<file path="config.mk">
export PLATFORM = sky130hd
export DESIGN_NAME = ite_irq_timer_exec
export DESIGN_NICKNAME = d
export VERILOG_FILES = /design/src/rtl/ite_pkg.sv /design/src/rtl/ite_req_flag.sv /design/src/rtl/ite_nibble_reg.sv /design/src/rtl/ite_irq_timer_exec.sv
export SDC_FILE = /design/constraint.sdc
export NUM_CORES = 1
export LEC_CHECK = 0
export BUFFER_PORTS_ARGS = -buffer_cell sky130_fd_sc_hd__buf_2
export CAP_MARGIN = 20
export CORE_UTILIZATION = 30
export DETAILED_ROUTE_END_ITERATION = 6
export SYNTH_ARGS = -nofsm -noshare
export SYNTH_HDL_FRONTEND = slang
export SYNTH_SLANG_ARGS = --single-unit
</file>
<file path="constraint.sdc">
create_clock -name clock_in -period 3.6 [get_ports clock_in]
set_input_delay 0.54 -clock clock_in [delete_from_list [all_inputs] [get_ports clock_in]]
set_output_delay 0.54 -clock clock_in [all_outputs]
set_load 0.01 [all_outputs]
</file>
<file path="src/rtl/ite_pkg.sv">
package ite_pkg;

  // Nibble and timer widths
  localparam int NIB_W   = 4;
  localparam int TIMER_W = 8;

  // Field positions in the first interrupt control register
  localparam int EXT0_EN_BIT      = 0;
  localparam int TIMER_ONE_EN_BIT = 2;
  localparam int TIMER_TWO_EN_BIT = 3;

  // Field position in the edge control register
  localparam int PIN_POLARITY_BIT = 2;

  // Reset values
  localparam logic [3:0] CTRL_RESET_VAL   = 4'h0;
  localparam logic [7:0] TIMER_RESET_VAL  = 8'h00;
  localparam logic       FLAG_RESET_VAL   = 1'b0;
  localparam logic       GIE_RESET_VAL    = 1'b0;

  // Operations accepted from the sequencer
  typedef enum logic [4:0] {
    OP_NO_OPERATION       = 5'b00000,
    OP_IRQ_MASK_ALL       = 5'b00001,
    OP_IRQ_UNMASK         = 5'b00010,
    OP_SKIP_ON_EXT0_REQ   = 5'b00011,
    OP_SKIP_ON_PIN_LEVEL  = 5'b00100,
    OP_READ_IRQ_CTRL_1    = 5'b00101,
    OP_WRITE_IRQ_CTRL_1   = 5'b00110,
    OP_READ_IRQ_CTRL_2    = 5'b00111,
    OP_WRITE_IRQ_CTRL_2   = 5'b01000,
    OP_READ_EDGE_CTRL     = 5'b01001,
    OP_WRITE_EDGE_CTRL    = 5'b01010,
    OP_READ_TMR_CTRL_1    = 5'b01011,
    OP_WRITE_TMR_CTRL_1   = 5'b01100,
    OP_READ_TMR_CTRL_2    = 5'b01101,
    OP_WRITE_TMR_CTRL_2   = 5'b01110,
    OP_READ_TMR_CTRL_6    = 5'b01111,
    OP_WRITE_TMR_CTRL_6   = 5'b10000,
    OP_READ_TIMER_ONE     = 5'b10001,
    OP_WRITE_TIMER_ONE    = 5'b10010,
    OP_READ_TIMER_TWO     = 5'b10011,
    OP_WRITE_TIMER_TWO    = 5'b10100,
    OP_WRITE_RELOAD_ONE   = 5'b10101,
    OP_SKIP_ON_TMR1_REQ   = 5'b10110,
    OP_SKIP_ON_TMR2_REQ   = 5'b10111
  } ite_op_type;

  // One instruction issued by the sequencer
  typedef struct packed {
    logic             valid;
    ite_op_type       op;
    logic [3:0]       acc;
    logic [3:0]       b;
  } ite_instr_type;

  // Load of a timer counter
  typedef struct packed {
    logic             load;
    logic [7:0]       value;
  } ite_timer_load_type;

endpackage : ite_pkg

</file>
<file path="src/rtl/ite_req_flag.sv">
module ite_req_flag
  import ite_pkg::*;
(
  // Clock and reset
  input  wire logic clock_in,
  input  wire logic reset_in,
  // Control
  input  wire logic set_in,
  input  wire logic clear_in,
  // State
  output logic      flag_out
);

  // Set wins over a clear in the same cycle
  always_ff @(posedge clock_in) begin
    if (reset_in) begin
      flag_out <= FLAG_RESET_VAL;
    end else if (set_in) begin
      flag_out <= 1'b1;
    end else if (clear_in) begin
      flag_out <= 1'b0;
    end
  end

endmodule : ite_req_flag

</file>
<file path="src/rtl/ite_nibble_reg.sv">
module ite_nibble_reg
  import ite_pkg::*;
(
  // Clock and reset
  input  wire logic       clock_in,
  input  wire logic       reset_in,
  // Write port
  input  wire logic       write_in,
  input  wire logic [3:0] data_in,
  // Contents
  output logic [3:0]      value_out
);

  always_ff @(posedge clock_in) begin
    if (reset_in) begin
      value_out <= CTRL_RESET_VAL;
    end else if (write_in) begin
      value_out <= data_in;
    end
  end

endmodule : ite_nibble_reg

</file>
<file path="src/rtl/ite_irq_timer_exec.sv">
module ite_irq_timer_exec
  import ite_pkg::*;
(
  // Clock and reset
  input  wire logic               clock_in,
  input  wire logic               reset_in,
  // Instruction from the sequencer
  input  wire ite_instr_type      instr_in,
  // Events and pin
  input  wire logic               ext0_event_in,
  input  wire logic               timer_one_event_in,
  input  wire logic               timer_two_event_in,
  input  wire logic               irq_pin_in,
  // Timer counts
  input  wire logic [7:0]         timer_one_count_in,
  input  wire logic [7:0]         timer_two_count_in,
  // Register results
  output logic [3:0]              acc_out,
  output logic                    acc_write_out,
  output logic [3:0]              b_out,
  output logic                    b_write_out,
  // Sequencing
  output logic                    skip_pending_out,
  output logic                    nullified_out,
  // Interrupt state
  output logic                    global_irq_enable_flag_out,
  output logic                    ext0_request_flag_out,
  output logic                    timer_one_req_flag_out,
  output logic                    timer_two_req_flag_out,
  // Control registers
  output logic [3:0]              irq_ctrl_first_out,
  output logic [3:0]              irq_ctrl_second_out,
  output logic [3:0]              irq_edge_ctrl_out,
  output logic [3:0]              timer_ctrl_first_out,
  output logic [3:0]              timer_ctrl_second_out,
  output logic [3:0]              timer_ctrl_sixth_out,
  // Timers
  output ite_timer_load_type      timer_one_load_out,
  output ite_timer_load_type      timer_two_load_out,
  output logic [7:0]              timer_one_reload_out,
  output logic [7:0]              timer_two_reload_out
);

  // Test of a request flag gated by its enable bit
  function automatic logic flag_skip(input logic enable_bit, input logic flag);
    flag_skip = !enable_bit && flag;
  endfunction : flag_skip

  // Pin level test against the polarity bit
  function automatic logic pin_skip(input logic polarity, input logic pin);
    pin_skip = (pin == polarity);
  endfunction : pin_skip

  logic        exec;
  ite_op_type  op;
  logic        skip_nxt;
  logic        clr_ext0;
  logic        clr_t1;
  logic        clr_t2;
  logic [3:0]  acc_nxt;
  logic        acc_we_nxt;
  logic [3:0]  b_nxt;
  logic        b_we_nxt;
  logic        we_v1;
  logic        we_v2;
  logic        we_i1;
  logic        we_w1;
  logic        we_w2;
  logic        we_w6;
  logic        skip_pending_r;

  // Instruction executes only when not nullified by a skip
  assign exec = instr_in.valid && !skip_pending_r;
  assign op   = instr_in.op;

  // Control registers
  ite_nibble_reg u_irq_ctrl_first (
    .clock_in  (clock_in),
    .reset_in  (reset_in),
    .write_in  (we_v1),
    .data_in   (instr_in.acc),
    .value_out (irq_ctrl_first_out)
  );

  ite_nibble_reg u_irq_ctrl_second (
    .clock_in  (clock_in),
    .reset_in  (reset_in),
    .write_in  (we_v2),
    .data_in   (instr_in.acc),
    .value_out (irq_ctrl_second_out)
  );

  ite_nibble_reg u_irq_edge_ctrl (
    .clock_in  (clock_in),
    .reset_in  (reset_in),
    .write_in  (we_i1),
    .data_in   (instr_in.acc),
    .value_out (irq_edge_ctrl_out)
  );

  ite_nibble_reg u_timer_ctrl_first (
    .clock_in  (clock_in),
    .reset_in  (reset_in),
    .write_in  (we_w1),
    .data_in   (instr_in.acc),
    .value_out (timer_ctrl_first_out)
  );

  ite_nibble_reg u_timer_ctrl_second (
    .clock_in  (clock_in),
    .reset_in  (reset_in),
    .write_in  (we_w2),
    .data_in   (instr_in.acc),
    .value_out (timer_ctrl_second_out)
  );

  ite_nibble_reg u_timer_ctrl_sixth (
    .clock_in  (clock_in),
    .reset_in  (reset_in),
    .write_in  (we_w6),
    .data_in   (instr_in.acc),
    .value_out (timer_ctrl_sixth_out)
  );

  // Request flags
  ite_req_flag u_ext0_flag (
    .clock_in (clock_in),
    .reset_in (reset_in),
    .set_in   (ext0_event_in),
    .clear_in (clr_ext0),
    .flag_out (ext0_request_flag_out)
  );

  ite_req_flag u_timer_one_flag (
    .clock_in (clock_in),
    .reset_in (reset_in),
    .set_in   (timer_one_event_in),
    .clear_in (clr_t1),
    .flag_out (timer_one_req_flag_out)
  );

  ite_req_flag u_timer_two_flag (
    .clock_in (clock_in),
    .reset_in (reset_in),
    .set_in   (timer_two_event_in),
    .clear_in (clr_t2),
    .flag_out (timer_two_req_flag_out)
  );

  // Decode
  always_comb begin
    skip_nxt   = 1'b0;
    clr_ext0   = 1'b0;
    clr_t1     = 1'b0;
    clr_t2     = 1'b0;
    acc_nxt    = acc_out;
    acc_we_nxt = 1'b0;
    b_nxt      = b_out;
    b_we_nxt   = 1'b0;
    we_v1      = 1'b0;
    we_v2      = 1'b0;
    we_i1      = 1'b0;
    we_w1      = 1'b0;
    we_w2      = 1'b0;
    we_w6      = 1'b0;
    if (exec) begin
      case (op)
        OP_SKIP_ON_EXT0_REQ: begin
          skip_nxt = flag_skip(irq_ctrl_first_out[EXT0_EN_BIT], ext0_request_flag_out);
          clr_ext0 = skip_nxt;
        end
        OP_SKIP_ON_PIN_LEVEL: begin
          skip_nxt = pin_skip(irq_edge_ctrl_out[PIN_POLARITY_BIT], irq_pin_in);
        end
        OP_SKIP_ON_TMR1_REQ: begin
          skip_nxt = flag_skip(irq_ctrl_first_out[TIMER_ONE_EN_BIT], timer_one_req_flag_out);
          clr_t1   = skip_nxt;
        end
        OP_SKIP_ON_TMR2_REQ: begin
          skip_nxt = flag_skip(irq_ctrl_first_out[TIMER_TWO_EN_BIT], timer_two_req_flag_out);
          clr_t2   = skip_nxt;
        end
        OP_READ_IRQ_CTRL_1: begin
          acc_nxt    = irq_ctrl_first_out;
          acc_we_nxt = 1'b1;
        end
        OP_WRITE_IRQ_CTRL_1: begin
          we_v1 = 1'b1;
        end
        OP_READ_IRQ_CTRL_2: begin
          acc_nxt    = irq_ctrl_second_out;
          acc_we_nxt = 1'b1;
        end
        OP_WRITE_IRQ_CTRL_2: begin
          we_v2 = 1'b1;
        end
        OP_READ_EDGE_CTRL: begin
          acc_nxt    = irq_edge_ctrl_out;
          acc_we_nxt = 1'b1;
        end
        OP_WRITE_EDGE_CTRL: begin
          we_i1 = 1'b1;
        end
        OP_READ_TMR_CTRL_1: begin
          acc_nxt    = timer_ctrl_first_out;
          acc_we_nxt = 1'b1;
        end
        OP_WRITE_TMR_CTRL_1: begin
          we_w1 = 1'b1;
        end
        OP_READ_TMR_CTRL_2: begin
          acc_nxt    = timer_ctrl_second_out;
          acc_we_nxt = 1'b1;
        end
        OP_WRITE_TMR_CTRL_2: begin
          we_w2 = 1'b1;
        end
        OP_READ_TMR_CTRL_6: begin
          acc_nxt    = timer_ctrl_sixth_out;
          acc_we_nxt = 1'b1;
        end
        OP_WRITE_TMR_CTRL_6: begin
          we_w6 = 1'b1;
        end
        OP_READ_TIMER_ONE: begin
          b_nxt      = timer_one_count_in[TIMER_W-1:NIB_W];
          acc_nxt    = timer_one_count_in[NIB_W-1:0];
          b_we_nxt   = 1'b1;
          acc_we_nxt = 1'b1;
        end
        OP_READ_TIMER_TWO: begin
          b_nxt      = timer_two_count_in[TIMER_W-1:NIB_W];
          acc_nxt    = timer_two_count_in[NIB_W-1:0];
          b_we_nxt   = 1'b1;
          acc_we_nxt = 1'b1;
        end
        default: begin
          skip_nxt = 1'b0;
        end
      endcase
    end
  end

  // Skip state and nullify indication
  always_ff @(posedge clock_in) begin
    if (reset_in) begin
      skip_pending_r <= 1'b0;
      nullified_out  <= 1'b0;
    end else if (instr_in.valid && skip_pending_r) begin
      skip_pending_r <= 1'b0;
      nullified_out  <= 1'b1;
    end else begin
      skip_pending_r <= skip_pending_r | skip_nxt;
      nullified_out  <= 1'b0;
    end
  end

  assign skip_pending_out = skip_pending_r;

  // Global interrupt enable
  always_ff @(posedge clock_in) begin
    if (reset_in) begin
      global_irq_enable_flag_out <= GIE_RESET_VAL;
    end else if (exec && op == OP_IRQ_MASK_ALL) begin
      global_irq_enable_flag_out <= 1'b0;
    end else if (exec && op == OP_IRQ_UNMASK) begin
      global_irq_enable_flag_out <= 1'b1;
    end
  end

  // Accumulator and B results
  always_ff @(posedge clock_in) begin
    if (reset_in) begin
      acc_out       <= CTRL_RESET_VAL;
      acc_write_out <= 1'b0;
      b_out         <= CTRL_RESET_VAL;
      b_write_out   <= 1'b0;
    end else begin
      acc_out       <= acc_nxt;
      acc_write_out <= acc_we_nxt;
      b_out         <= b_nxt;
      b_write_out   <= b_we_nxt;
    end
  end

  // Timer one counter load and reload register
  always_ff @(posedge clock_in) begin
    if (reset_in) begin
      timer_one_load_out   <= '{load: 1'b0, value: TIMER_RESET_VAL};
      timer_one_reload_out <= TIMER_RESET_VAL;
    end else begin
      timer_one_load_out.load <= 1'b0;
      if (exec && op == OP_WRITE_TIMER_ONE) begin
        timer_one_load_out   <= '{load: 1'b1, value: {instr_in.b, instr_in.acc}};
        timer_one_reload_out <= {instr_in.b, instr_in.acc};
      end else if (exec && op == OP_WRITE_RELOAD_ONE) begin
        timer_one_reload_out <= {instr_in.b, instr_in.acc};
      end
    end
  end

  // Timer two counter load and reload register
  always_ff @(posedge clock_in) begin
    if (reset_in) begin
      timer_two_load_out   <= '{load: 1'b0, value: TIMER_RESET_VAL};
      timer_two_reload_out <= TIMER_RESET_VAL;
    end else begin
      timer_two_load_out.load <= 1'b0;
      if (exec && op == OP_WRITE_TIMER_TWO) begin
        timer_two_load_out   <= '{load: 1'b1, value: {instr_in.b, instr_in.acc}};
        timer_two_reload_out <= {instr_in.b, instr_in.acc};
      end
    end
  end

endmodule : ite_irq_timer_exec

</file>
# Word level (Yosys, flattened, before mapping)
# Index checks and enable logic that the tools add are counted.
[word_totals]
reg_bits = 66
latchBits = 0
mem_bits_rw = 0
rom_bits = 0
in_bits = 36
output_inout_bits = 74
wordCells = 109
mem_count = 0
[classes]
n_addsub = 0
n_mul = 0
n_div = 0
order_cmp = 0
n_eq_ne = 24
shifts = 0
n_mux = 35
bitwise = 2
n_reduce_logical = 27
[op_table]
columns = ["cell", "n"]
rows = [
  ["$eq A5 B4 Y1 const B", 8],
  ["$eq A5 B5 Y1 const B", 8],
  ["$pmux W4 S8", 1],
  ["$mux W1", 28],
  ["$eq A5 B3 Y1 const B", 4],
  ["$mux W9", 2],
  ["$mux W8", 2],
  ["$eq A5 B2 Y1 const B", 2],
  ["$logic_and A1 B1 Y1", 10],
  ["$reduce_bool A2 Y1", 5],
  ["$pmux W4 S2", 1],
  ["$reduce_bool A8 Y1", 1],
  ["$reduce_or A2 Y1", 4],
  ["$reduce_or A8 Y1", 1],
  ["$eq A5 B1 Y1 const B", 1],
  ["$logic_not A1 Y1", 4],
  ["$pmux W1 S4", 1],
  ["$reduce_and A2 Y1", 2],
  ["$eq A1 B1 Y1", 1],
  ["$not A1 Y1", 1],
  ["$or A1 B1 Y1", 1],
]

# Longest topological paths before layout
# Gate-level depths: netlist of the first run.
[logic_depth]
word_depth = 6
ltp_mapped = 7
ltp_nobuf = 4

# Hierarchy
# Synthesis of the first run repeated with hierarchy kept, for this count alone.
[unflattened]
cells_unflattened = 324
hier_area_um2 = 3039.2
[by_module_without_submodules]
columns = ["module", "instances", "cells_each", "area_each_um2", "seq_area_each_um2"]
rows = [
  ["ite_irq_timer_exec", 1, 234, 2082.0, 780.7],
  ["ite_nibble_reg", 6, 13, 140.1, 80.1],
  ["ite_req_flag", 3, 4, 38.8, 20.0],
]

# Worst setup path before layout of the first run
# OpenSTA, ideal clock, no wires.
[synth_timing]
path_kind = "input to register"
startpoint = "in instr_in[11] in the netlist's numbering"
endpoint = "reg u_ext0_flag.flag_out"
arrival_ns = 1.594
path_slack_ns = 1.878
cell_stages = 5
path_cell_list = "buf_2 -> or3_1 -> or4_1 -> a21oi_1 -> nor2_1"
[synth_via]
elab_chain_len = 4
[synth_rtl]
columns = ["element", "line_no", "text"]
rows = [
  ["start: declaration", "ite_irq_timer_exec.sv:8", "input wire ite_instr_type instr_in,"],
  ["$eq A5 B2 Y1", "ite_irq_timer_exec.sv:167", "case (op)"],
  ["$mux W1", "ite_irq_timer_exec.sv:167", ""],
  ["$mux W1", "ite_irq_timer_exec.sv:166", "if (exec) begin"],
  ["$reduce_bool A2 Y1 (no line)", "-", ""],
  ["end signal: assignment", "ite_req_flag.sv:17", "flag_out <= FLAG_RESET_VAL;"],
  ["end signal: assignment", "ite_req_flag.sv:19", "flag_out <= 1'b1;"],
  ["end signal: assignment", "ite_req_flag.sv:21", "flag_out <= 1'b0;"],
  ["end: declaration", "ite_req_flag.sv:11", "output logic flag_out"],
]
# Every way passes these cells.
# A chain may end at the register's enable or synchronous reset.

# Worst setup path in the final report of the first run
[layout_timing]
startpoint = "in instr_in[9] in the netlist's numbering"
endpoint = "reg timer_two_reload_out[0]"
[layout_via]
elab_chain_len = 2
[layout_rtl]
columns = ["element", "line_no", "text"]
rows = [
  ["$eq A5 B5 Y1", "ite_irq_timer_exec.sv:309", "if (exec && op == OP_WRITE_TIMER_TWO) begin"],
  ["$logic_and A1 B1 Y1", "ite_irq_timer_exec.sv:309", ""],
  ["end signal: assignment", "ite_irq_timer_exec.sv:311", "timer_two_reload_out <= {instr_in.b, instr_in.acc};"],
  ["end: declaration", "ite_irq_timer_exec.sv:41", "output logic [7:0] timer_two_reload_out"],
]
# Every way passes these cells.

==> results of run 1 <==
## layer usage
layer | global-route usage | up-vias
met5 | 0 | -
met4 | 0.0596 | 0
met3 | 0.0477 | 9
met2 | 0.280 | 105
met1 | 0.217 | 1344
li1 | - | 1440
## critical path: stages
cell and delay, ps:
sky130_fd_sc_hd__buf_2 280, sky130_fd_sc_hd__nor4b_4 740, sky130_fd_sc_hd__and3_1 590, sky130_fd_sc_hd__mux2i_1 250, sky130_fd_sc_hd__nor2_1 60
## final cells by class
| cell class | count | share of cell area |
|---|---|---|
| Inverter | 12 | 0.0118 |
| Tap cell | 133 | 0.0435 |
| Multi-Input combinational cell | 246 | 0.394 |
| Clock buffer | 10 | 0.0333 |
| Sequential cell | 66 | 0.345 |
| Timing Repair Buffer | 112 | 0.148 |
| Clock inverter | 6 | 0.0239 |
## sequential cells by signal, summed over array words and instances, names as in the netlist, 4 cells and up
name / count
acc_out: 4
b_out: 4
timer_one_load_out: 9
timer_one_reload_out: 8
timer_two_reload_out: 8
u_irq_ctrl_first.value_out: 4
u_irq_ctrl_second.value_out: 4
u_irq_edge_ctrl.value_out: 4
u_timer_ctrl_first.value_out: 4
u_timer_ctrl_second.value_out: 4
u_timer_ctrl_sixth.value_out: 4
## metrics by stage
stage,util,hold WS (ps)
after global routing,0.388,400
after global placement,0.366,440
after detailed placement,0.366,441
final,0.388,392
after floorplan,-,476
after CTS,0.388,383
## synth_stat cells (all sizes together), types with 4 or more instances
master,count
dfxtp,66
nand2,44
a21oi,38
nand3,33
nor2,30
mux2i,26
buf,25
clkbuf,12
inv,12
o221ai,7
nor3,6
o32ai,6
o211ai,5
a31oi,4
nor3b,4
## worst min-delay path by stage
stage                  startpoint                        end  slack [ps]  cells after the start
2_1_floorplan            b_out[0]                   b_out[0]         480                      2
3_3_place_gp             b_out[3]                   b_out[3]         440                      2
3_5_place_dp             b_out[2]                   b_out[2]         440                      2
4_1_cts        timer_two_event_in  u_timer_two_flag.flag_out         380                      3
5_1_grt        timer_two_event_in  u_timer_two_flag.flag_out         400                      3
6_report       timer_two_event_in  u_timer_two_flag.flag_out         390                      3
## cells by family after synthesis
family          after synthesis
buf+inv                      49
mux                          27
simple gates                146
xor+xnor                      1
compound gates               72
flops                        66
## power breakdown
group	total [mW]	switching (mW)	leakage [nW]	internal, mW
clock	0.696	0.305	0.0987	0.391
sequential	0.746	0.00674	0.533	0.739
combinational	0.143	0.0922	1.03	0.0512
total	1.59	0.404	1.66	1.18
==> impl.org, run 1 <==
** Outcome
- Status :: complete, no violations

** STA
- RSZ-0062 raised after global routing :: false
- For the pin with the worst max-slew slack, the measured transition is 736 ps.
- The max-slew violation total from the final report was 0.
- Final Critical Period :: 2260 ps
- Fin worst setup slack :: 1340 ps
- The final number of hold-violating endpoints was 0.
- Setup-failing EPs final :: 0
- Final worst clock skew :: 7.05 ps
- Adding up every negative setup slack in the final design gives 0 ps.
- For this run, the top clock speed supported by timing is 0.443 GHz.
- Final period util :: 0.627
- In this run the tightest slew margin relative to its limit is 0.507.

** Routing
- Wire per inst :: 15.4 um
- Met1 layer wirelength in the final routing :: 4110 um
- In this run the top signal layer used is met4.
- Total via count after detailed routing :: 2898
- Met3 routed wirelength :: 596 um
- Via-to-Cell Ratio :: 4.95
- For this run, the detailed router's first-pass iteration total came to 4.
- For this block, the routed nets add up to 9000 um of wire.
- The first routing iteration left 165 violations.
- Count of nets left with antenna violations after detail routing :: 0
- After detailed routing, the number of remaining DRC violations is 0.
- Detailed routing placed a total of 4180 um of wire on met2.

** Synthesis
- Of the total synthesized cell area, the portion taken by full adders, half adders and majority gates is 0.
- Parity-gate share of the synthesized area counting xor and xnor cells :: 0.00284
- Complex-gate fraction of the synthesized area :: 0.154
- Number of distinct library cells after synthesis :: 46
- Top-area cell type share of the netlist area :: 0.428
- Part of the Yosys area used for sequential elements :: 0.428
- Library cell occupying the most area in the post-synthesis netlist :: sky130_fd_sc_hd__dfxtp_1
- Area contributors post-synth :: sky130_fd_sc_hd__dfxtp_1 43%, sky130_fd_sc_hd__mux2i_1 8.4%, sky130_fd_sc_hd__a21oi_1 6.2%, sky130_fd_sc_hd__nand2_1 5.3%, sky130_fd_sc_hd__nand3_1 5.3%
- Post-Syn Area per Cell :: 8.55 um^2
- Top FF cell, synth :: sky130_fd_sc_hd__dfxtp_1
- Flip-flop and latch count after synthesis :: 66
- Mapped cell area :: 3090 um^2
- Warnings, synthesis :: 0
- Mux contribution to synthesized area :: 0.0879
- Net Count, Synth :: 397
- Synthesis produced 361 cells.
- For this run, asynchronously set or reset flops after synthesis account for 0.
- Of the total synthesized cell area, the portion taken by AND, OR, NAND and NOR gates is 0.244.
- Yosys mapped a number of flops with a built-in enable equal to 0.
- Main combinational cell family by area after synthesis :: simple AND/OR/NAND/NOR gates

** Place
- Port buffering added 109 buffers.
- Number of instances in the placed design :: 569
- Detailed placement ended at an HPWL of 6330 um.
- Summing all placed instances gives a cell area of 3610 um^2.
- Routability cong. :: 0.846
- Post-place setup slack :: 976 ps

** Die
- Die area :: 10700 um^2
- The floorplan step set the die height to 103 um.
- For this design the top-level I/O count stands at 110.
- Row Count :: 36
- The total area inside the core boundary comes to 9860 um^2.
- The floorplan step set the die width to 103 um.
- Initial cell density of the core :: 0.313

** Finish
- Summing all multi-input logic gate instances after layout gives 1510 um^2.
- The library cell used most frequently in the layout, excluding fill and tap cells, is sky130_fd_sc_hd__buf_2.
- Count of filler cells inserted in the layout :: 1031
- Count of nets after finishing :: 483
- Number of antenna cells inserted :: 0
- The top cell types in the final layout, fill and taps aside, are 109 x sky130_fd_sc_hd__buf_2, 66 x sky130_fd_sc_hd__dfxtp_1, 44 x sky130_fd_sc_hd__nand2_1.
- The sequential cells in the finished layout cover a total of 1320 um^2.
- In the final layout, the share of cells above drive strength 1 is 0.294.
- Area growth syn-to-layout :: 23.9%
- With fillers left out, the area of the finished cells amounts to 3830 um^2.
- Once layout is complete, the cells apart from fillers number 585.

** Worst setup path
- Setup slack, reg-to-reg :: 1440 ps
- The worst register-to-register path begins at skip_pending_out.
- STA puts the critical path data required time at 3820 ps.
- The worst register-to-register path has a depth of 4.
- For the worst setup path, the data arrival time is 2480 ps.
- Critical-path maximum fanout :: 28
- R2r endpoint :: timer_two_reload_out[0]
- Startpoint-to-endpoint class of the critical path :: input pin to flip-flop
- Endpoint type of the worst setup path :: flip-flop
- STA classifies the critical path startpoint as an input pin.
- The most critical setup path has its startpoint at instr_in[9].
- The critical path ends at timer_two_reload_out[0].

** CTS
- Clock latency on the worst-skew pair :: 350 ps
- Clock tree synthesis selected as its root buffer the cell sky130_fd_sc_hd__clkbuf_8.
- Counting every sink on the clock net gives 66.
- TritonCTS built the clock tree.
- For this design, the CTS-stage hold fixing added 0 buffers.
- Post-CTS timing repair inserted 0 buffers for setup.
- Counting along the longest clock path gives a buffer depth of 2.
- The H-tree was split into 3 levels.
- Clock buffers created by TritonCTS :: 9
- Clock-pin slew was measured on the worst setup and hold paths at 80 ps.
- Gates resized during post-CTS repair numbered 0.

** Global routing
- The via count of the first global-routing pass was 2622.
- Largest net degree at the start of global routing :: 65
- Initial antenna violation count :: 0
- Global-route wire length before repair :: 13700 um
- For this run, the total global-route usage over all layers was measured as 0.171.
- For this run the aggregate overflow at the end of global routing stands at 0.

** Pwr
- Maximum vdd ir drop :: 0.207 mV
- Sum of internal, switching and leakage power :: 1.59 mW
- Power spread over the standard cell area amounts to 414 nW/um^2.
- In this run the static leakage power is 1.66 nW.

** Worst hold path
- Class of the most critical hold timing path :: input pin to flip-flop

** Job
- Number of maximum-capacitance constraint violations :: 0
Note: power is estimated with default switching activity, not from simulation.
==> run 2, diff against run 1 <==
==> constraint.sdc (replaced) <==
create_clock -name clock_in -period 2.05 [get_ports clock_in]
set_input_delay 0.3075 -clock clock_in [delete_from_list [all_inputs] [get_ports clock_in]]
set_output_delay 0.3075 -clock clock_in [all_outputs]
set_load 0.01 [all_outputs]
==> run 2 against run 1 <==
Effect of this change:
- flip-flop and latch count is the same
- cell area rose by 1.2%
- critical path depth shrank 1
- die area is the same
- power increased by 76%
- highest routed layer unchanged
- combinational power is 81% higher
- hold slack got worse by 220 ps
- non-clock buffer count increased by 6
==> impl.org, run 2 (synthesized netlist as in run 1, its figures left out) <==
** Outcome
- Status :: complete, no violations

** Worst setup path
- The critical path is of the flip-flop to flip-flop type.
- Origin of the critical flop-to-flop path :: skip_pending_out
- Arrival time of the worst setup path :: 1850 ps (-630 ps)
- The length in cells of the worst reg-to-reg path is 4 (unchanged).
- STA classifies the critical path endpoint as a flip-flop.
- WP data required :: 2320 ps (-1500 ps)
- Critical-path maximum fanout :: 8 (-71%)
- The delay of the slowest critical-path stage was 410 ps (-330 ps).
- The endpoint identified for the worst register-to-register timing path is acc_out[2].
- Slowest cell on the critical path :: sky130_fd_sc_hd__dfxtp_1
- The flop-to-flop setup slack was 480 ps (-960 ps).
- Traced cell by cell, the critical path runs through nand3b_1 -> or3_1 -> o31a_1 -> a31oi_1.
- Type of element launching the critical path :: flip-flop

** Die
- Row Count :: 36 (unchanged)
- The width of the chip was 103 um (unchanged).
- Initial cell density of the core :: 0.313 (unchanged)
- Die area :: 10700 um^2 (unchanged)
- The placeable core region was 9860 um^2 (unchanged).
- The total I/O pin count was 110 (unchanged).
- The height of the die is 103 um (unchanged).

** STA
- RSZ-0062 raised after global routing :: false
- Worst Tran Pin Value :: 442 ps (-295 ps)
- For this run, the top clock speed supported by timing is 0.636 GHz.
- Final period util :: 0.767
- Setup Total Neg Slack :: 0 ps (unchanged)
- Final worst clock skew :: 3.01 ps (-4.03 ps)
- The number of failing setup endpoints in the final timing report is 0 (unchanged).
- Relative slew margins :: 0.704 (+0.197)
- The max-slew violation total from the final report was 0 (unchanged).
- Number of failing hold endpoints at the final stage :: 0 (unchanged)
- Counting I/O delays and the setup requirement, the final critical path takes 1570 ps.

** CTS
- The post-CTS resize count was 0 (unchanged).
- Clock latency on the worst-skew pair :: 340 ps (about the same)
- The hold buffer count at cts came to 0 (unchanged).
- The post-CTS setup-driven buffer insertion count came to 0 (unchanged).
- The CTS H-tree depth was 3 (unchanged).
- Clk root buf :: sky130_fd_sc_hd__clkbuf_8
- CTS clk-pin slew, worst paths :: 70 ps (about the same)
- Buffer depth of the longest clock path :: 2 (unchanged)
- The number of sinks handled by clock tree synthesis was 66 (unchanged).
- Clock buffers created by TritonCTS :: 9 (unchanged)
- TritonCTS built the clock tree.

** Finish
- The fraction of final layout cells with drive strength greater than 1 is 0.303 (+0.00925).
- Leaving out fill and tap cells, the most frequent cell in the layout is sky130_fd_sc_hd__buf_2.
- The filler-free cell count of the finished design is 591 (+1.0%).
- The largest registers in the layout are timer_one_load_out (9), timer_one_reload_out (8), timer_two_reload_out (8).
- Count of nets after finishing :: 489 (+1.2%)
- The number of flip-flops under the largest register name came to 9 (unchanged).
- Relative to the synthesized area, the layout overhead comes to 25.4%.
- Commonest cells after routing, fill and taps aside :: 109 x sky130_fd_sc_hd__buf_2, 66 x sky130_fd_sc_hd__dfxtp_1, 44 x sky130_fd_sc_hd__nand2_1
- The count of inserted antenna diode cells was 0 (unchanged).
- timer_one_load_out holds more flip-flops than any other register.

** Global routing
- The total routing resource utilization after global routing is 0.178 (+0.00620).
- The number of antenna violations at the first check in global routing was 0 (unchanged).
- Global-route wire length before repair :: 14100 um (+3.2%)
- Total global routing overflow :: 0 (unchanged)
- Number of global-route vias before repair :: 2755 (+5.1%)
- Largest net degree at the start of global routing :: 43 (-34%)

** Routing
- The initial DRC count came to 110 (-33%).
- The number of nets with antenna violations after routing is 0 (unchanged).
- The number of detailed-routing iterations run before antenna repair was 5 (+1).
- The ratio of routed vias to standard cells came to 4.99 (+0.83%).
- The number of design rule violations left after detail routing was 0 (unchanged).
- The final routed wire length divided by cell count is 15.4 um (about the same).
- Total via count after detailed routing :: 2952 (+1.9%)
- Final wirelength :: 9100 um (+1.1%)

** Pwr
- The net switching power was 0.682 mW (+69%).
- Power share of the clock group :: 0.438 (about the same)
- The fraction of power spent switching nets came to 0.244 (-0.0101).
- Proportion of power drawn by combinational gates :: 0.093 (+0.003)
- The cell-internal power is 2.11 mW (+78%).
- The total power after layout is 2.79 mW (+76%).
- The leakage power summed over all cells was 1.71 nW (+2.5%).
- Maximum vdd ir drop :: 0.320 mV (+55%)
- The sequential cell fraction of total power was 0.470 (about the same).
- The power per cell area was 721 nW/um^2 (+74%).

** Place
- Number of instances in the placed design :: 575 (+1.1%)
- The quantity of I/O buffers inserted on ports is 109 (unchanged).
- Routability cong. :: 0.778 (-8.1%)
- The placed wire-length estimate after detailed placement is 6490 um (+2.5%).

** Worst hold path
- The path with the worst hold slack has its endpoint at u_timer_one_flag.flag_out.
- Class of the most critical hold timing path :: input pin to flip-flop
- Min-Delay Path Depth :: 3 (unchanged)
- Hold path startpoint :: timer_one_event_in

** Job
- Number of maximum-capacitance constraint violations :: 0 (unchanged)
run 2: changes by cell type in the layout (fill, tap and decap cells not counted), sizes merged:
| cell | previous run | this run |
|---|---|---|
| clkbuf | 10 | 11 |
| clkinvlp | 3 | 1 |
| buf | 112 | 118 |
| clkinv | 1 | 2 |
run 2: cell type report:
type,count,area [um^2]
clock buffers,11,141
clock inverters,5,77.6
fillers,1027,5990
inverters,12,45.0
multi-input cells,246,1510
flip-flops and latches,66,1320
well taps,133,166
repair buffers,118,613
run 2: metrics by stage:
| step | setup slack (ps) | util | cell area, um^2 | hold WS (ps) |
|---|---|---|---|---|
| 2_1_floorplan | 560 | - | 3090 | 425 |
| 3_3_place_gp | 263 | 0.370 | 3650 | 439 |
| 3_5_place_dp | 250 | 0.370 | 3650 | 449 |
| 4_1_cts | 476 | 0.393 | 3870 | 155 |
| 5_1_grt | 358 | 0.393 | 3870 | 174 |
| 6_report | 477 | 0.393 | 3870 | 167 |
run 2: power groups by stage:
stage	combinational [mW]	clock [mW]	sequential (mW)
after floorplan	0.158	0	1.35
after global placement	0.256	0	1.34
after detailed placement	0.259	0	1.34
after CTS	0.260	1.27	1.31
after global routing	0.285	1.32	1.31
final	0.259	1.22	1.31
run 2: per-layer routing:
metal | vias up | track usage | share of wire
met5 | - | 0 | 0
met4 | 0 | 0.0672 | 0.020
met3 | 16 | 0.0497 | 0.054
met2 | 104 | 0.284 | 0.47
met1 | 1375 | 0.227 | 0.46
li1 | 1457 | - | -
run 2: how the worst max path moves through the flow:
stage,slack [ps],endpoint,cells after the start,start
after floorplan,560,u_ext0_flag.flag_out,5,instr_in[11]
after global placement,260,b_out[1],5,instr_in[12]
after detailed placement,250,acc_out[2],5,instr_in[8]
after CTS,480,acc_out[2],4,skip_pending_out
after global routing,360,acc_out[2],4,skip_pending_out
final,480,acc_out[2],4,skip_pending_out
run 2: critical path: cells and delay by family (launching register included):
| family | cells | cell delay (ps) |
|---|---|---|
| and+or+nand+nor | 2 | 680 |
| AOI/OAI and AO/OA | 2 | 410 |
| DFF | 1 | 410 |
==> run 3, diff against run 2 <==
==> constraint.sdc (replaced) <==
create_clock -name clock_in -period 1.46 [get_ports clock_in]
set_input_delay 0.219 -clock clock_in [delete_from_list [all_inputs] [get_ports clock_in]]
set_output_delay 0.219 -clock clock_in [all_outputs]
set_load 0.01 [all_outputs]
==> run 3 against run 2 <==
Effect of this change:
- wire length is 2.5% higher
- clock power grew 39%
- register-to-register slack worse by 460 ps
- first-iteration DRC count rose by 19%
- via count up 4.1%
- sequential power up 40%
- clock skew increased by 6.1 ps
- cell area rose by 8.6%
- non-clock buffer count increased by 31
- critical endpoint unchanged
==> impl.org, run 3 (synthesized netlist as in run 1, its figures left out) <==
** Outcome
- The run finished with clean final reports.

** Finish
- Largest register FFs :: 9 (unchanged)
- Commonest cells after routing, fill and taps aside :: 109 x sky130_fd_sc_hd__buf_2, 65 x sky130_fd_sc_hd__dfxtp_1, 44 x sky130_fd_sc_hd__nand2_1
- More flip-flops sit in one register than any other, and that register is timer_one_load_out.
- The largest registers in the layout are timer_one_load_out (9), timer_one_reload_out (8), timer_two_reload_out (8).
- Count of filler cells inserted in the layout :: 1019 (-0.78%)
- Leading cell type in the layout, fill and taps excluded :: sky130_fd_sc_hd__buf_2
- Count of nets after finishing :: 520 (+6.3%)
- The area growth from synthesis to layout is 36.2%.
- The fraction of final layout cells with drive strength greater than 1 is 0.364 (+0.0605).
- Number of antenna cells inserted :: 0 (unchanged)

** Routing
- The via count of the routed design was 3074 (+4.1%).
- Uppermost layer routed :: met4
- Met1 layer wirelength in the final routing :: 4140 um (-1.1%)
- The number of design rule violations left after detail routing came to 0 (unchanged).
- Final wirelength :: 9320 um (+2.5%)
- Detailed Route Iter0 Violations :: 131 (+19%)
- Wire per inst :: 15.0 um (-2.7%)
- Count of nets left with antenna violations after detail routing :: 0 (unchanged)
- Drt pass-1 iters :: 4 (-1)
- Via-to-Cell Ratio :: 4.94 (-1.1%)
- The wire length on met2 is 4460 um (+5.3%).
- The met3 wire length was 616 um (+24%).

** Worst setup path
- The worst setup path is of the flip-flop to flip-flop kind.
- Worst path bufs/invs :: 0 (unchanged)
- Delay of the slowest critical-path stage :: 390 ps (-20 ps)
- Ordered cell list for the critical path :: nand3b_1 -> or3_4 -> o31a_1 -> a31oi_1
- STA classifies the critical path startpoint as a flip-flop.
- WP data required :: 1730 ps (-590 ps)
- The worst path arrival time is 1710 ps (-140 ps).
- The slowest stage of the critical path is the sky130_fd_sc_hd__or3_4 cell.
- Grouping stages by cell kind, the critical path spends the most delay in simple AND/OR/NAND/NOR gates.
- STA classifies the critical path endpoint as a flip-flop.
- Critical-path maximum fanout :: 7 (-1)

** Global routing
- The wire length of the first global-routing pass was 14200 um (+0.58%).
- Overall Global Routing Usage :: 0.179 (+0.00108)
- The number of antenna violations at the first check in global routing was 0 (unchanged).
- The global-route congestion overflow total was 0 (unchanged).
- The via count of the first global-routing pass came to 2925 (+6.2%).
- The maximum number of pins on one net before global-route repair is 63 (+47%).

** Die
- Die area :: 10700 um^2 (unchanged)
- Initial cell density of the core :: 0.313 (unchanged)
- The total I/O pin count came to 110 (unchanged).
- Chip Width :: 103 um (unchanged)
- Row Count :: 36 (unchanged)
- The placeable core region was 9860 um^2 (unchanged).
- Die span in y :: 103 um (unchanged)

** STA
- The post-route fraction of the period consumed by the critical path was 0.986 (+0.219).
- The final critical-path setup slack is 19.8 ps (-457 ps).
- Final Critical Period :: 1440 ps (-133 ps)
- Setup repair after global routing could not meet its margin everywhere.
- Worst Tran Pin Value :: 457 ps (+15.6 ps)
- Number of pins with negative max-slew slack in the final report :: 0 (unchanged)
- The final number of hold-violating endpoints is 0 (unchanged).
- The number of failing setup endpoints in the final timing report came to 0 (unchanged).
- Maximum clock frequency :: 0.694 GHz (+9.2%)
- Relative slew margins :: 0.695 (-0.00964)
- Final worst clock skew :: 9.15 ps (+6.14 ps)

** Pwr
- The power per cell area came to 947 nW/um^2 (+31%).
- The total power after layout was 3.98 mW (+43%).
- The leakage power summed over all cells came to 1.88 nW (+10%).
- The highest ir drop seen on vdd came to 0.521 mV (+63%).

** CTS
- TritonCTS clock tree :: built
- Clk root buf :: sky130_fd_sc_hd__clkbuf_8
- Buffer depth of the longest clock path :: 2 (unchanged)
- CTS clk-pin slew, worst paths :: 80 ps (about the same)
- The insertion delay of the later-clocked pin in the worst-skew pair was 350 ps (about the same).
- Htree depth :: 3 (unchanged)
- The TritonCTS buffer count was 9 (unchanged).
- Count of clock tree sinks :: 66 (unchanged)

** Worst hold path
- The min-delay analysis places its worst path in the category input pin to flip-flop.

** Job
- Number of maximum-capacitance constraint violations :: 0 (unchanged)

** Place
- The setup slack at placement was -136 ps (-386 ps).
- The quantity of I/O buffers inserted on ports was 109 (unchanged).
- Sum of net half-perimeters after detailed placement :: 6790 um (+4.7%)
- Routability cong. :: 0.832 (+7.0%)
## run 3: per-layer routing
metal,vias to the layer above,GRT usage
met1,1452,0.209
met3,9,0.0585
met5,-,0
li1,1523,-
met4,0,0.0596
met2,90,0.308
## run 3: path summary, 6_finish.rpt
path / startpoint / endpoint / slack (ps) / cells after the start
worst max-delay path: skip_pending_out / acc_out[2] / 20 / 4
worst min register to register: b_out[1] / b_out[1] / 450 / 2
worst max register to register: skip_pending_out / acc_out[2] / 20 / 4
worst min-delay path: timer_one_event_in / u_timer_one_flag.flag_out / 80 / 3
## run 3: worst reg2reg max path, stage by stage (launching register included)
cell	delay [ps]
sky130_fd_sc_hd__dfxtp_2	370
sky130_fd_sc_hd__nand3b_1	200
sky130_fd_sc_hd__or3_4	390
sky130_fd_sc_hd__o31a_1	280
sky130_fd_sc_hd__a31oi_1	130
## run 3: cell type report
cell class	count	area, um^2	area share
tap	133	166	0.0396
inverter	12	45.0	0.0107
clock inverter	7	93.8	0.0223
multi-input combinational	246	1530	0.365
sequential	66	1320	0.314
timing repair buffer	149	921	0.219
clock buffer	9	124	0.0294
## run 3: timing repair
action / in CTS / in global routing
setup endpoints to repair: 1 / 21
gates cloned: 0 / 0
setup buffers: 0 / 1
endpoints found under the hold margin: 0 / 0
hold buffers: 0 / 0
resized for setup: 1 / 6
## run 3: power by group
| part | switching, mW | total, mW | leakage (nW) | internal [mW] |
|---|---|---|---|---|
| Combinational | 0.249 | 0.444 | 1.24 | 0.195 |
| Clock | 0.743 | 1.70 | 0.105 | 0.957 |
| Sequential | 0.0158 | 1.84 | 0.534 | 1.82 |
| Total | 1.01 | 3.98 | 1.88 | 2.98 |
## run 3: per-stage QoR
step | utilization | hold WS (ps) | instance area [um^2] | setup TNS [ps] | cells
3_5_place_dp | 0.401 | 443 | 3950 | -2990 | 605
4_1_cts | 0.423 | 63.5 | 4170 | 0 | 621
6_report | 0.426 | 84.5 | 4210 | 0 | 622
5_1_grt | 0.426 | 77.6 | 4210 | -211 | 622
2_1_floorplan | - | 336 | 3090 | 0 | 361
3_3_place_gp | 0.401 | 425 | 3950 | -2650 | 605
